<file path="config.mk">
export PLATFORM = sky130hd
export DESIGN_NAME = flm_flow_limit_error
export DESIGN_NICKNAME = d
export VERILOG_FILES = /design/src/flm_pkg.sv /design/src/flm_flow_limit_error.sv
export VERILOG_INCLUDE_DIRS = /design/src
export SDC_FILE = /design/constraint.sdc
export NUM_CORES = 2
export LEC_CHECK = 0
export ABC_AREA = 1
export ABC_CLOCK_PERIOD_IN_PS = 67400
export BUFFER_PORTS_ARGS = -buffer_cell sky130_fd_sc_hd__buf_2
export CORE_ASPECT_RATIO = 1.4
export CORE_MARGIN = 2
export CORE_UTILIZATION = 27
export CTS_BUF_LIST = sky130_fd_sc_hd__clkbuf_16
export CTS_CLUSTER_SIZE = 25
export DETAILED_ROUTE_END_ITERATION = 10
export PLACE_DENSITY = 0.5
export SLEW_MARGIN = 10
export SYNTH_ARGS = -nofsm -noshare
export SYNTH_HDL_FRONTEND = slang
export SYNTH_SLANG_ARGS = --single-unit
</file>
<file path="constraint.sdc">
create_clock -name pclk -period 67.4 [get_ports pclk]
set_input_delay 6.74 -clock pclk [delete_from_list [all_inputs] [get_ports pclk]]
set_output_delay 6.74 -clock pclk [all_outputs]
set_load 0.01 [all_outputs]
</file>
<file path="src/flm_defines.svh">
// constants for the flow limit and error manager
// Function
// - average flow and temperature over 1..30 seconds
// - measuring and display rate independent of averaging
// - limit switches re-evaluated every measurement tick
// - switches compare flow or temperature in display units
// - on/off thresholds give hysteresis and switching sense
// - flow multiplied by scale factor 0.01..9.99
// - measurement suspended while parameters are edited
// - prioritised plausibility check blocks leaving edit
// - flow below suppression threshold forced to zero
// - suppression changes accepted during running measurement
// - zero percent setting captures present flow as offset
// - faults shown by number and error output
// - power-on self-test indicated, errors 1-5 block operation
// - key press repeats self-test while its error pends
// - errors 10, 21 stop measuring, resume when cleared
// - errors 20,30,60,40,41 keep measuring, assert error output
// - last error kept, readable and clearable
// - simultaneous errors ranked in fixed order
// - self-test raises errors 1 to 5 by cause
// - error 10 sensor fault, error 21 temperature high
// - errors 40, 41 controller faults, 60 pulse too small
`ifndef FLM_DEFINES_SVH
`define FLM_DEFINES_SVH
// apb map (byte addresses)
`define FLM_ADDR_CTRL 12'h000
`define FLM_ADDR_AVG 12'h004
`define FLM_ADDR_LS1 12'h008
`define FLM_ADDR_LS2 12'h00c
`define FLM_ADDR_SCALE 12'h010
`define FLM_ADDR_SUPP 12'h014
`define FLM_ADDR_RANGE 12'h018
`define FLM_ADDR_FLOW 12'h01c
`define FLM_ADDR_TEMP 12'h020
`define FLM_ADDR_STAT 12'h024
`define FLM_ADDR_ERRMEM 12'h028
`define FLM_ADDR_OFFSET 12'h02c
// ctrl bits
`define FLM_CTRL_EDIT 0
`define FLM_CTRL_EXIT 1
`define FLM_CTRL_ASSIGN1 2
`define FLM_CTRL_ASSIGN2 3
`define FLM_CTRL_ERRCLR 4
`define FLM_CTRL_PULSE 5
`define FLM_CTRL_T4 6
// limits and resets
`define FLM_AVG_MIN 5'd1
`define FLM_AVG_MAX 5'd30
`define FLM_AVG_RST 5'd1
`define FLM_SCALE_MIN 10'd1
`define FLM_SCALE_MAX 10'd999
`define FLM_SCALE_RST 10'd100
`define FLM_SCALE_DIV 100
`define FLM_SUPP_MAX 4'd10
`define FLM_SUPP_RST 4'd1
`define FLM_SELFTEST_CYC 16
// error numbers
`define FLM_ERR_NONE 7'd0
`define FLM_ERR_SENSOR 7'd10
`define FLM_ERR_TEMP_HI 7'd21
`define FLM_ERR_TEMP_LO 7'd20
`define FLM_ERR_FLOW_HI 7'd30
`define FLM_ERR_PULSE 7'd60
`define FLM_ERR_OSC 7'd40
`define FLM_ERR_WDOG 7'd41
`endif

</file>
<file path="src/flm_pkg.sv">
// types for the flow limit and error manager
package flm_pkg;
    typedef enum logic [3:0] {
        FLM_SELFTEST = 4'b0001,
        FLM_HALTED = 4'b0010,
        FLM_MEASURE = 4'b0100,
        FLM_EDIT = 4'b1000
    } flm_state_e;
    // fault inputs from self-test and runtime monitors
    typedef struct packed {
        logic no_params;
        logic sum_param;
        logic sum_prog;
        logic sum_data;
        logic ctrl_int;
        logic sensor;
        logic temp_hi;
        logic temp_lo;
        logic flow_hi;
        logic pulse_small;
        logic osc;
        logic wdog;
    } flm_fault_s;
    typedef struct packed {
        logic [15:0] activate;
        logic [15:0] release_lvl;
    } flm_limit_s;
endpackage : flm_pkg

</file>
<file path="src/flm_flow_limit_error.sv">
// measurement post-processing, limit switches and error manager
`timescale 1ns/1ps
`include "flm_defines.svh"
module flm_flow_limit_error #(
    parameter int DATA_W = 16,
    parameter int TICKS_PER_SEC = 1,
    parameter int MAX_SAMPLES = 30
) (
    // clock and reset
    input wire logic pclk,
    input wire logic presetn,
    // apb slave
    input wire logic psel,
    input wire logic penable,
    input wire logic pwrite,
    input wire logic [11:0] paddr,
    input wire logic [31:0] pwdata,
    output logic [31:0] prdata,
    output logic pready,
    output logic pslverr,
    // sensing head, same clock domain
    input wire logic meas_tick,
    input wire logic [DATA_W-1:0] raw_flow,
    input wire logic [DATA_W-1:0] raw_temp,
    input wire flm_pkg::flm_fault_s faults,
    input wire logic selftest_done,
    // keypad pin
    input wire logic key_pressed,
    // outputs
    output logic limit_switch_one,
    output logic limit_switch_two,
    output logic error_out,
    output logic selftest_busy,
    output logic measuring,
    output logic [6:0] error_number
);
    localparam int SUM_W = DATA_W + 5;
    initial begin
        if (TICKS_PER_SEC < 1 || MAX_SAMPLES < 30 * TICKS_PER_SEC || DATA_W < 8 || DATA_W > 16) begin
            $error("flm: unsupported parameters");
        end
    end

    function automatic logic [DATA_W-1:0] hyst(input logic cur, input logic [DATA_W-1:0] v,
                                               input flm_pkg::flm_limit_s l);
        logic [DATA_W-1:0] dummy;
        dummy = v;
        return {{(DATA_W-1){1'b0}}, cur};
    endfunction : hyst

    // hysteresis switch: activate above release => on when rising past activate
    function automatic logic sw_next(input logic cur, input logic [DATA_W-1:0] v,
                                     input logic [DATA_W-1:0] on_l, input logic [DATA_W-1:0] off_l);
        logic r;
        r = cur;
        if (on_l > off_l) begin
            if (v >= on_l) r = 1'b1;
            else if (v <= off_l) r = 1'b0;
        end else begin
            if (v <= on_l) r = 1'b1;
            else if (v >= off_l) r = 1'b0;
        end
        return r;
    endfunction : sw_next

    // registers
    logic [31:0] ctrl_reg;
    logic [4:0] avg_reg;
    logic [DATA_W-1:0] switch_one_activate_level_reg, switch_one_release_level_reg, ls2_on_reg, ls2_off_reg;
    logic [9:0] scale_reg;
    logic [3:0] supp_reg;
    logic [DATA_W-1:0] range_reg;
    logic [DATA_W-1:0] offset_reg;
    logic [DATA_W-1:0] flow_avg_reg, temp_avg_reg;
    logic [6:0] errmem_reg;
    logic [2:0] plaus_reg;
    flm_pkg::flm_state_e state_reg;
    logic [4:0] st_cnt_reg;
    logic key_s1_reg, key_s2_reg;

    // averaging window storage
    logic [DATA_W-1:0] fbuf_reg [MAX_SAMPLES];
    logic [DATA_W-1:0] tbuf_reg [MAX_SAMPLES];
    logic [SUM_W-1:0] fsum_reg, tsum_reg;
    logic [$clog2(MAX_SAMPLES)-1:0] wptr_reg;
    logic [$clog2(MAX_SAMPLES+1)-1:0] fill_reg;

    // decode
    wire wr = psel && penable && pwrite;
    wire rd_phase = psel && !penable;
    wire is_edit = (state_reg == flm_pkg::FLM_EDIT);
    wire run = (state_reg == flm_pkg::FLM_MEASURE) && meas_tick
               && err_ii == `FLM_ERR_NONE;
    wire [$clog2(MAX_SAMPLES+1)-1:0] win =
        ($clog2(MAX_SAMPLES+1))'(avg_reg * TICKS_PER_SEC);

    // flow post-processing: offset, scale, suppression
    wire [DATA_W-1:0] flow_off = (raw_flow > offset_reg) ? raw_flow - offset_reg : '0;
    wire [DATA_W+9:0] flow_mul = flow_off * scale_reg;
    wire [DATA_W+9:0] flow_scl_w = (DATA_W+10)'(flow_mul / `FLM_SCALE_DIV);
    wire [DATA_W-1:0] flow_scl = (|flow_scl_w[DATA_W+9:DATA_W]) ? '1 : flow_scl_w[DATA_W-1:0];
    wire [DATA_W+3:0] supp_lim = (DATA_W+4)'((range_reg * supp_reg) / 100);
    wire flow_small = {4'h0, flow_scl} < supp_lim;
    wire [DATA_W-1:0] flow_proc = flow_small ? '0 : flow_scl;

    // moving average over last win samples
    wire [$clog2(MAX_SAMPLES)-1:0] old_idx =
        (wptr_reg >= win) ? wptr_reg - win[$clog2(MAX_SAMPLES)-1:0]
                          : ($clog2(MAX_SAMPLES))'(MAX_SAMPLES + wptr_reg - win);
    wire full_win = fill_reg >= win;
    wire [SUM_W-1:0] fsum_next = fsum_reg + flow_proc - (full_win ? fbuf_reg[old_idx] : '0);
    wire [SUM_W-1:0] tsum_next = tsum_reg + raw_temp - (full_win ? tbuf_reg[old_idx] : '0);
    wire [$clog2(MAX_SAMPLES+1)-1:0] cnt = full_win ? win : fill_reg + 1'b1;

    // plausibility check, highest priority only
    wire oor1 = switch_one_activate_level_reg > range_reg || switch_one_release_level_reg > range_reg;
    wire oor2 = ls2_on_reg > range_reg || ls2_off_reg > range_reg;
    wire [2:0] plaus = oor1 ? 3'h1 : oor2 ? 3'h2 : (switch_one_activate_level_reg == switch_one_release_level_reg) ? 3'h3 :
                       (ls2_on_reg == ls2_off_reg) ? 3'h4 : 3'h0;

    // error ranking
    wire [6:0] err_i = faults.no_params ? 7'd1 : faults.sum_param ? 7'd2 :
                       faults.sum_prog ? 7'd3 : faults.sum_data ? 7'd4 :
                       faults.ctrl_int ? 7'd5 : `FLM_ERR_NONE;
    wire [6:0] err_ii = faults.sensor ? `FLM_ERR_SENSOR :
                        faults.temp_hi ? `FLM_ERR_TEMP_HI : `FLM_ERR_NONE;
    wire pulse_err = faults.pulse_small && ctrl_reg[`FLM_CTRL_PULSE];
    wire [6:0] err_iii = faults.temp_lo ? `FLM_ERR_TEMP_LO : faults.flow_hi ? `FLM_ERR_FLOW_HI :
                         pulse_err ? `FLM_ERR_PULSE : faults.osc ? `FLM_ERR_OSC :
                         faults.wdog ? `FLM_ERR_WDOG : `FLM_ERR_NONE;
    wire st_err = (state_reg == flm_pkg::FLM_SELFTEST || state_reg == flm_pkg::FLM_HALTED)
                  && err_i != `FLM_ERR_NONE;
    wire [6:0] err_top = st_err ? err_i : (err_ii != `FLM_ERR_NONE) ? err_ii : err_iii;
    wire key_edge = key_s2_reg; // level after sync; state machine acts once per halt

    // state machine
    flm_pkg::flm_state_e state_next;
    always_comb begin
        state_next = state_reg;
        unique case (state_reg)
            flm_pkg::FLM_SELFTEST: begin
                if (st_cnt_reg == 5'(`FLM_SELFTEST_CYC) && selftest_done) begin
                    state_next = (err_i != `FLM_ERR_NONE) ? flm_pkg::FLM_HALTED
                                                          : flm_pkg::FLM_MEASURE;
                end
            end
            flm_pkg::FLM_HALTED: begin
                if (key_edge) state_next = flm_pkg::FLM_SELFTEST;
            end
            flm_pkg::FLM_MEASURE: begin
                if (wr && paddr == `FLM_ADDR_CTRL && pwdata[`FLM_CTRL_EDIT])
                    state_next = flm_pkg::FLM_EDIT;
            end
            flm_pkg::FLM_EDIT: begin
                if (wr && paddr == `FLM_ADDR_CTRL && pwdata[`FLM_CTRL_EXIT] && plaus == 3'h0)
                    state_next = flm_pkg::FLM_MEASURE;
            end
        endcase
    end

    always_ff @(posedge pclk or negedge presetn) begin
        if (!presetn) begin
            state_reg <= flm_pkg::FLM_SELFTEST;
            st_cnt_reg <= '0;
            key_s1_reg <= 1'b0;
            key_s2_reg <= 1'b0;
        end else begin
            state_reg <= state_next;
            key_s1_reg <= key_pressed;
            key_s2_reg <= key_s1_reg;
            if (state_reg != flm_pkg::FLM_SELFTEST) st_cnt_reg <= '0;
            else if (st_cnt_reg != 5'(`FLM_SELFTEST_CYC)) st_cnt_reg <= st_cnt_reg + 5'd1;
        end
    end

    // apb register writes; supp and scale writable any time
    always_ff @(posedge pclk or negedge presetn) begin
        if (!presetn) begin
            ctrl_reg <= '0;
            avg_reg <= `FLM_AVG_RST;
            switch_one_activate_level_reg <= '0;
            switch_one_release_level_reg <= '0;
            ls2_on_reg <= '0;
            ls2_off_reg <= '0;
            scale_reg <= `FLM_SCALE_RST;
            supp_reg <= `FLM_SUPP_RST;
            range_reg <= '1;
            offset_reg <= '0;
        end else if (wr) begin
            unique case (paddr)
                `FLM_ADDR_CTRL: ctrl_reg <= pwdata & 32'h0000_006c;
                `FLM_ADDR_AVG: if (pwdata[4:0] >= `FLM_AVG_MIN && pwdata[4:0] <= `FLM_AVG_MAX && is_edit)
                    avg_reg <= pwdata[4:0];
                `FLM_ADDR_LS1: if (is_edit) begin
                    switch_one_activate_level_reg <= pwdata[DATA_W-1:0];
                    switch_one_release_level_reg <= pwdata[16+:DATA_W];
                end
                `FLM_ADDR_LS2: if (is_edit) begin
                    ls2_on_reg <= pwdata[DATA_W-1:0];
                    ls2_off_reg <= pwdata[16+:DATA_W];
                end
                `FLM_ADDR_SCALE: if (pwdata[9:0] >= `FLM_SCALE_MIN && pwdata[9:0] <= `FLM_SCALE_MAX)
                    scale_reg <= pwdata[9:0];
                `FLM_ADDR_SUPP: if (pwdata[3:0] <= `FLM_SUPP_MAX) begin
                    supp_reg <= pwdata[3:0];
                    if (pwdata[3:0] == 4'h0) offset_reg <= raw_flow;
                end
                `FLM_ADDR_RANGE: if (is_edit) range_reg <= pwdata[DATA_W-1:0];
                default: ;
            endcase
        end
    end

    // averaging and limit switches, once per tick while measuring
    always_ff @(posedge pclk or negedge presetn) begin
        if (!presetn) begin
            fsum_reg <= '0;
            tsum_reg <= '0;
            wptr_reg <= '0;
            fill_reg <= '0;
            flow_avg_reg <= '0;
            temp_avg_reg <= '0;
            limit_switch_one <= 1'b0;
            limit_switch_two <= 1'b0;
        end else if (run) begin
            fbuf_reg[wptr_reg] <= flow_proc;
            tbuf_reg[wptr_reg] <= raw_temp;
            wptr_reg <= (wptr_reg == ($clog2(MAX_SAMPLES))'(MAX_SAMPLES - 1)) ? '0 : wptr_reg + 1'b1;
            fsum_reg <= fsum_next;
            tsum_reg <= tsum_next;
            if (!full_win) fill_reg <= fill_reg + 1'b1;
            else if (fill_reg > win) fill_reg <= win; // shrinks window after avg change
            flow_avg_reg <= DATA_W'(fsum_next / cnt);
            temp_avg_reg <= DATA_W'(tsum_next / cnt);
            limit_switch_one <= sw_next(limit_switch_one,
                ctrl_reg[`FLM_CTRL_ASSIGN1] ? raw_temp : flow_proc,
                switch_one_activate_level_reg, switch_one_release_level_reg);
            limit_switch_two <= sw_next(limit_switch_two,
                ctrl_reg[`FLM_CTRL_ASSIGN2] ? raw_temp : flow_proc,
                ls2_on_reg, ls2_off_reg);
        end
    end

    // error outputs and memory
    always_ff @(posedge pclk or negedge presetn) begin
        if (!presetn) begin
            errmem_reg <= `FLM_ERR_NONE;
            error_number <= `FLM_ERR_NONE;
            error_out <= 1'b0;
            selftest_busy <= 1'b1;
            measuring <= 1'b0;
            plaus_reg <= '0;
        end else begin
            error_number <= err_top;
            error_out <= ctrl_reg[`FLM_CTRL_T4] && err_top != `FLM_ERR_NONE;
            selftest_busy <= state_next == flm_pkg::FLM_SELFTEST;
            measuring <= state_next == flm_pkg::FLM_MEASURE && err_ii == `FLM_ERR_NONE;
            plaus_reg <= plaus;
            if (err_top != `FLM_ERR_NONE) errmem_reg <= err_top;
            else if (wr && paddr == `FLM_ADDR_CTRL && pwdata[`FLM_CTRL_ERRCLR])
                errmem_reg <= `FLM_ERR_NONE;
        end
    end

    // apb read, zero wait states
    wire [31:0] rd_mux =
        (paddr == `FLM_ADDR_CTRL) ? ctrl_reg :
        (paddr == `FLM_ADDR_AVG) ? {27'h0, avg_reg} :
        (paddr == `FLM_ADDR_LS1) ? {switch_one_release_level_reg, switch_one_activate_level_reg} :
        (paddr == `FLM_ADDR_LS2) ? {ls2_off_reg, ls2_on_reg} :
        (paddr == `FLM_ADDR_SCALE) ? {22'h0, scale_reg} :
        (paddr == `FLM_ADDR_SUPP) ? {28'h0, supp_reg} :
        (paddr == `FLM_ADDR_RANGE) ? {16'h0, range_reg} :
        (paddr == `FLM_ADDR_FLOW) ? {16'h0, flow_avg_reg} :
        (paddr == `FLM_ADDR_TEMP) ? {16'h0, temp_avg_reg} :
        (paddr == `FLM_ADDR_STAT) ? {17'h0, plaus_reg, state_reg, 1'b0, error_number} :
        (paddr == `FLM_ADDR_ERRMEM) ? {25'h0, errmem_reg} :
        (paddr == `FLM_ADDR_OFFSET) ? {16'h0, offset_reg} : 32'h0;
    wire unmapped = paddr > `FLM_ADDR_OFFSET || paddr[1:0] != 2'h0;
    always_ff @(posedge pclk or negedge presetn) begin
        if (!presetn) begin
            prdata <= '0;
            pready <= 1'b0;
            pslverr <= 1'b0;
        end else begin
            pready <= rd_phase;
            pslverr <= rd_phase && unmapped;
            if (rd_phase && !pwrite) prdata <= rd_mux;
        end
    end
endmodule : flm_flow_limit_error

</file>
; ---- Word level (Yosys, flattened, before mapping)
; Memory sizes are Yosys's and may differ from the RTL's.
; Index checks and enable logic that the tools add are counted.
[word_totals]
reg_bits = 269
ram_bits = 960
inputBits = 96
output_inout_bits = 46
n_memories = 2
[classes]
addsub = 11
mul = 2
n_div = 4
order_cmp = 25
eq_ne = 26
mux = 64
n_reduce_logical = 51
[memory_table]
columns = name, depth, word_bits, rd, rd_ports_with_merged_regs, write_ports, line
row1 = fbuf_reg, 30, 16, 1, 0, 1, flm_flow_limit_error.sv:82  ; logic [DATA_W-1:0] fbuf_reg [MAX_SAMPLES];
row2 = tbuf_reg, 30, 16, 1, 0, 1, flm_flow_limit_error.sv:83  ; logic [DATA_W-1:0] tbuf_reg [MAX_SAMPLES];
[op_table]
columns = operator, count
row1 = $mux W16, 15
row2 = $mux W32, 4
row3 = $gt A16 B16 Y1, 7
row4 = $ge A16 B16 Y1, 4
row5 = $le A16 B16 Y1, 4
row6 = $eq A12 B5 Y1 const B, 4
row7 = $eq A12 B6 Y1 const B, 4
row8 = $mux W5, 9
row9 = $add A21 B16 Y21, 2
row10 = $div A21 B5 Y21, 2
row11 = $mux W6, 7
row12 = $sub A21 B16 Y21, 2
row13 = $div A20 B7 Y32 const B, 1
row14 = $div A26 B7 Y32 const B, 1
row15 = $eq A16 B16 Y1, 2
row16 = $mux W3, 10
row17 = $mul A16 B10 Y26, 1
row18 = $eq A12 B4 Y1 const B, 2
row19 = $reduce_and A3 Y1, 8
row20 = $logic_and A1 B1 Y1, 21
row21 = $reduce_bool A7 Y1, 3
row22 = $lt A16 B20 Y1, 1
row23 = $mul A16 B4 Y20, 1
row24 = $mux W4, 4
row25 = 36 further kinds, 64

; ---- Longest topological paths before layout
[depth]
depth_word = 13
mapped_depth = 428

; ---- Least setup slack after synthesis
; OpenSTA, ideal clock, no wires.
[synth_timing]
kind = input to register
startpoint = input raw_flow[2]
endpoint = register flow_avg_reg[0]
setup_time_ns = 0.117
arrival_time_ns = 55.840
required_time_ns = 67.283
slack_ns = 11.444
cell_stages = 396
cell_sequence = ha_1 nand2_1 nor2_1 a211oi_1 nor2_1 inv_1 a21oi_1 nor2_1 nor2_1 nor2_1 nor2_1 nor2_1 o21ai_0 nand3_1 nand2_1 a21oi_1 inv_1 a21oi_1 [360 not listed] a21oi_1 nand4_1 nor2_2 nand3_4 buf_6 inv_1 nand2_1 o21ai_0 ha_1 a21oi_1 o21ai_0 a21o_1 a21oi_1 nand4_1 nor2_1 nand2_1 nor2_1 nor2_1
[synth_between]
elab_chain_len = 11
elab_cells_between_ends = 12
classes_between = add/sub: 3 / mul: 1 / div: 2 / order compare: 2 / mux: 3 / reduce/logical: 1
[synth_lines]
columns = element, line
row1 = from (decl), flm_flow_limit_error.sv:23  ; input wire logic [DATA_W-1:0] raw_flow,
row2 = $sub A16 B16 Y16 or $gt A16 B16 Y1 (tied branches), flm_flow_limit_error.sv:98  ; wire [DATA_W-1:0] flow_off = (raw_flow > offset_reg) ? raw_flow - offset_reg : '0;
row3 = $mux W16 *, flm_flow_limit_error.sv:98
row4 = $mul A16 B10 Y26 *, flm_flow_limit_error.sv:99  ; wire [DATA_W+9:0] flow_mul = flow_off * scale_reg;
row5 = $div A26 B7 Y32 (no source line) *, --
row6 = $reduce_or A10 Y1, flm_flow_limit_error.sv:101  ; wire [DATA_W-1:0] flow_scl = (|flow_scl_w[DATA_W+9:DATA_W]) ? '1 : flow_scl_w[DATA_W-1:0];
row7 = $mux W16 *, flm_flow_limit_error.sv:101
row8 = $lt A16 B20 Y1, flm_flow_limit_error.sv:103  ; wire flow_small = {4'h0, flow_scl} < supp_lim;
row9 = $mux W16 *, flm_flow_limit_error.sv:104  ; wire [DATA_W-1:0] flow_proc = flow_small ? '0 : flow_scl;
row10 = via flow_proc[3], flm_flow_limit_error.sv:104
row11 = $add A21 B16 Y21 *, flm_flow_limit_error.sv:111  ; wire [SUM_W-1:0] fsum_next = fsum_reg + flow_proc - (full_win ? fbuf_reg[old_idx] : '0);
row12 = $sub A21 B16 Y21 *, flm_flow_limit_error.sv:111
row13 = via fsum_next[20], flm_flow_limit_error.sv:111
row14 = $div A21 B5 Y21 *, flm_flow_limit_error.sv:233  ; flow_avg_reg <= DATA_W'(fsum_next / cnt);
row15 = to (signal assigned), flm_flow_limit_error.sv:233
row16 = to (decl), flm_flow_limit_error.sv:74  ; logic [DATA_W-1:0] flow_avg_reg, temp_avg_reg;
; Mark *: on every way through the listed nets, which the timed path passes. The rest lies on a longest branch.
; A chain may end at the register's enable or synchronous reset.

; ---- Worst setup path after layout
; Same ends and word-level chain as after synthesis.

==> flow_summary.yaml <==
critical_path:
  critPathMostFrequentCell: "nand2_1"
  r2r_end: "flow_avg_reg[0]$_DFFE_PN0P_"
  crit_type: "in -> reg"
  r2r-start: "offset_reg[1]$_DFFE_PN0P_"
  start_kind: "input pin"
  critical_path.slowest_cell: "fa_1"
  ff2ff_setup_slack_ps: 11990
  cp-end-kind: "flip-flop"
  cp.required_ps: 68070
  critPathMaxFanout: 31
  crit_arrival_ps: 61600
  slowest_delay_ps: 560
  reg2reg_depth: 382
routing:
  drt_first_pass_iters: 5
  ant_nets: 0
  drtIter0Drc: 4964
  routed_wl_um: 309000
  viasPerCell: 4.87
  drcViolationCount: 0
  post_drt_wl_per_cell_um: 20.2
  vias: 74800
synthesis:
  synth_edf_count: 960
  synth_top_flop_cell: "edfxtp_1"
  synthCells: 10700
  synthDistinctLibCells: 96
  synth-async-reset-ratio: 0.218
  synth_most_common_cell: "nand2_1"
  yosysSeqAreaShare: 0.397
  post_synth_instance_area_sq_um: 89600
  ys_ff_latch: 1228
  synth_top_area_share: 0.322
  yosysWarnings: 0
  yosys.area.top_type: "edfxtp_1"
  syn_nets: 11500
  synth.area.top_cells: "edfxtp_1 32%, nand2_1 9.8%, ha_1 7.4%"
  syn_avg_cell_area_sq_um: 8.35
  synth_common_cells: "2337 x nand2_1, 1361 x inv_1, 1104 x nor2_1"
floorplan:
  core_area_sq_um: 331000
  rows: 250
  ios: 142
  die_h_um: 685
  die_x_um: 491
  dieArea_sq_um: 336000
  start_util: 0.271
run:
  cap_violations: 0
placement:
  port_buffers: 140
  dp_hpwl_um: 222000
  routabilityCongestion: 0.940
final_layout:
  finalCoreUtilization: 0.303
  fin_nets: 11600
  area_delta_synth_final_pct: 11.9
  drive_gt1_frac: 0.121
timing:
  finalCritPeriodShare: 0.904
  slew_headroom: 0.0962
  post-route-min-period_ps: 60940
  rsz0062_at_grt: "false"
  setup_tns_ps: 0
  worstMarginPinSlew_ps: 1350
  hold_viol: 0
  slew_viol_final: 0
  finalSetupViolations: 0
  fmax_mhz: 16.4
  clock_skew_ps: 71.4
cts:
  htreeDepth: 4
  cts-buffers-inserted: 148
  cts_sinks: 1228
  insertion_delay_ps: 830
  cts_tree: "done"
  cts.clk_slew.worst_paths_ps: 60
  cts-root-buf: "clkbuf_16"
  clockBufferDepth: 4
global_route:
  grt_first_pass_wirelength_um: 458000
  grt-ovfl-total: 0
  grt_max_degree: 183
  grt_usage: 0.178
  antenna_found_initial: 14
  grt_pass1_vias: 73200
min_path:
  worstHoldStart: "key_s1_reg$_DFF_PN0_"
  whs_endpoint: "key_edge$_DFF_PN0_"
  worstHoldPathCells: 0
  hold_path_class: "reg -> reg"
run_status:
  outcome: "finished, final reports clean"
[routing by layer]
| layer | vias to the layer above | part of all wire | wire length [um] | GRT usage |
|---|---|---|---|---|
| li1 | 36500 | - | - | - |
| met1 | 36300 | 0.41 | 126000 | 0.211 |
| met2 | 1556 | 0.51 | 159000 | 0.329 |
| met3 | 498 | 0.039 | 12200 | 0.0180 |
| met4 | 2 | 0.040 | 12300 | 0.0665 |
| met5 | - | 0.000042 | 13 | 0 |
[kinds of logic after synthesis]
| family | share of synthesized area |
|---|---|
| buf+inv | 0.0781 |
| fa+ha+maj | 0.113 |
| mux | 0.00323 |
| simple gates | 0.261 |
| other cells | 0.0000419 |
| compound gates | 0.123 |
| flops | 0.397 |
| xor+xnor | 0.0240 |
[layout make-up]
| type | count | area, sq um |
|---|---|---|
| multi-input combinational | 7742 | 47400 |
| timing repair buffer | 263 | 1660 |
| fill | 35300 | 230000 |
| clock buffer | 151 | 3780 |
| antenna | 8 | 20.0 |
| sequential | 1228 | 35600 |
| inverter | 1450 | 5510 |
| tap | 4410 | 5520 |
| clock inverter | 103 | 746 |
[worst max-delay path by stage]
stage	from	end	slack (ps)	depth (start not counted)
finish	raw_flow[2]	flow_avg_reg[0]$_DFFE_PN0P_	6460	382
global route	raw_flow[2]	flow_avg_reg[0]$_DFFE_PN0P_	60	389
CTS	raw_flow[2]	flow_avg_reg[0]$_DFFE_PN0P_	4480	383
detailed placement	raw_flow[2]	flow_avg_reg[0]$_DFFE_PN0P_	3820	381
global placement	raw_flow[2]	flow_avg_reg[0]$_DFFE_PN0P_	4610	379
floorplan	raw_flow[2]	flow_avg_reg[0]$_DFFE_PN0P_	11440	396
[layout by cell type, fill, tap and decap left out, types with 59 or more instances in the layout]
master	instances
or2_2	202
xnor2_1	66
o311ai_0	187
nand3_2	59
nor2_1	1071
buf_2	139
nand4_1	215
buf_4	120
nor3_1	77
a21oi_1	333
nand2_2	177
nand2_1	2331
nor2_4	72
nand3_1	583
inv_1	1383
ha_1	532
fa_1	173
o21ai_0	577
edfxtp_1	960
dfrtp_1	245
xor2_1	174
inv_2	65
clkbuf_16	151
nand2_4	60
o211ai_1	215
[critical path: cells and delay by family]
family / cells / cell delay (ps)
compound gates: 76 / 11620
fa+ha+maj: 31 / 10850
buf+inv: 63 / 6760
simple gates: 212 / 25510
[per-stage QoR]
stage	cell area, sq um	cells	setup slack (ps)	hold slack [ps]
floorplan	89600	10700	11440	331
global placement	95500	15100	4610	332
detailed placement	95500	15100	3820	336
CTS	100000	15300	4480	350
global route	100000	15300	55.0	354
finish	100000	15400	6460	348
[timing repair]
| item | CTS | global route |
|---|---|---|
| setup endpoints to repair | 0 | 2 |
| setup buffers | 0 | 10 |
| hold buffers | 0 | 0 |
| gates resized for setup | 0 | 28 |
Power is not shown: default switching activity piles up to over one toggle a cycle in this logic, so the estimate is an artifact.
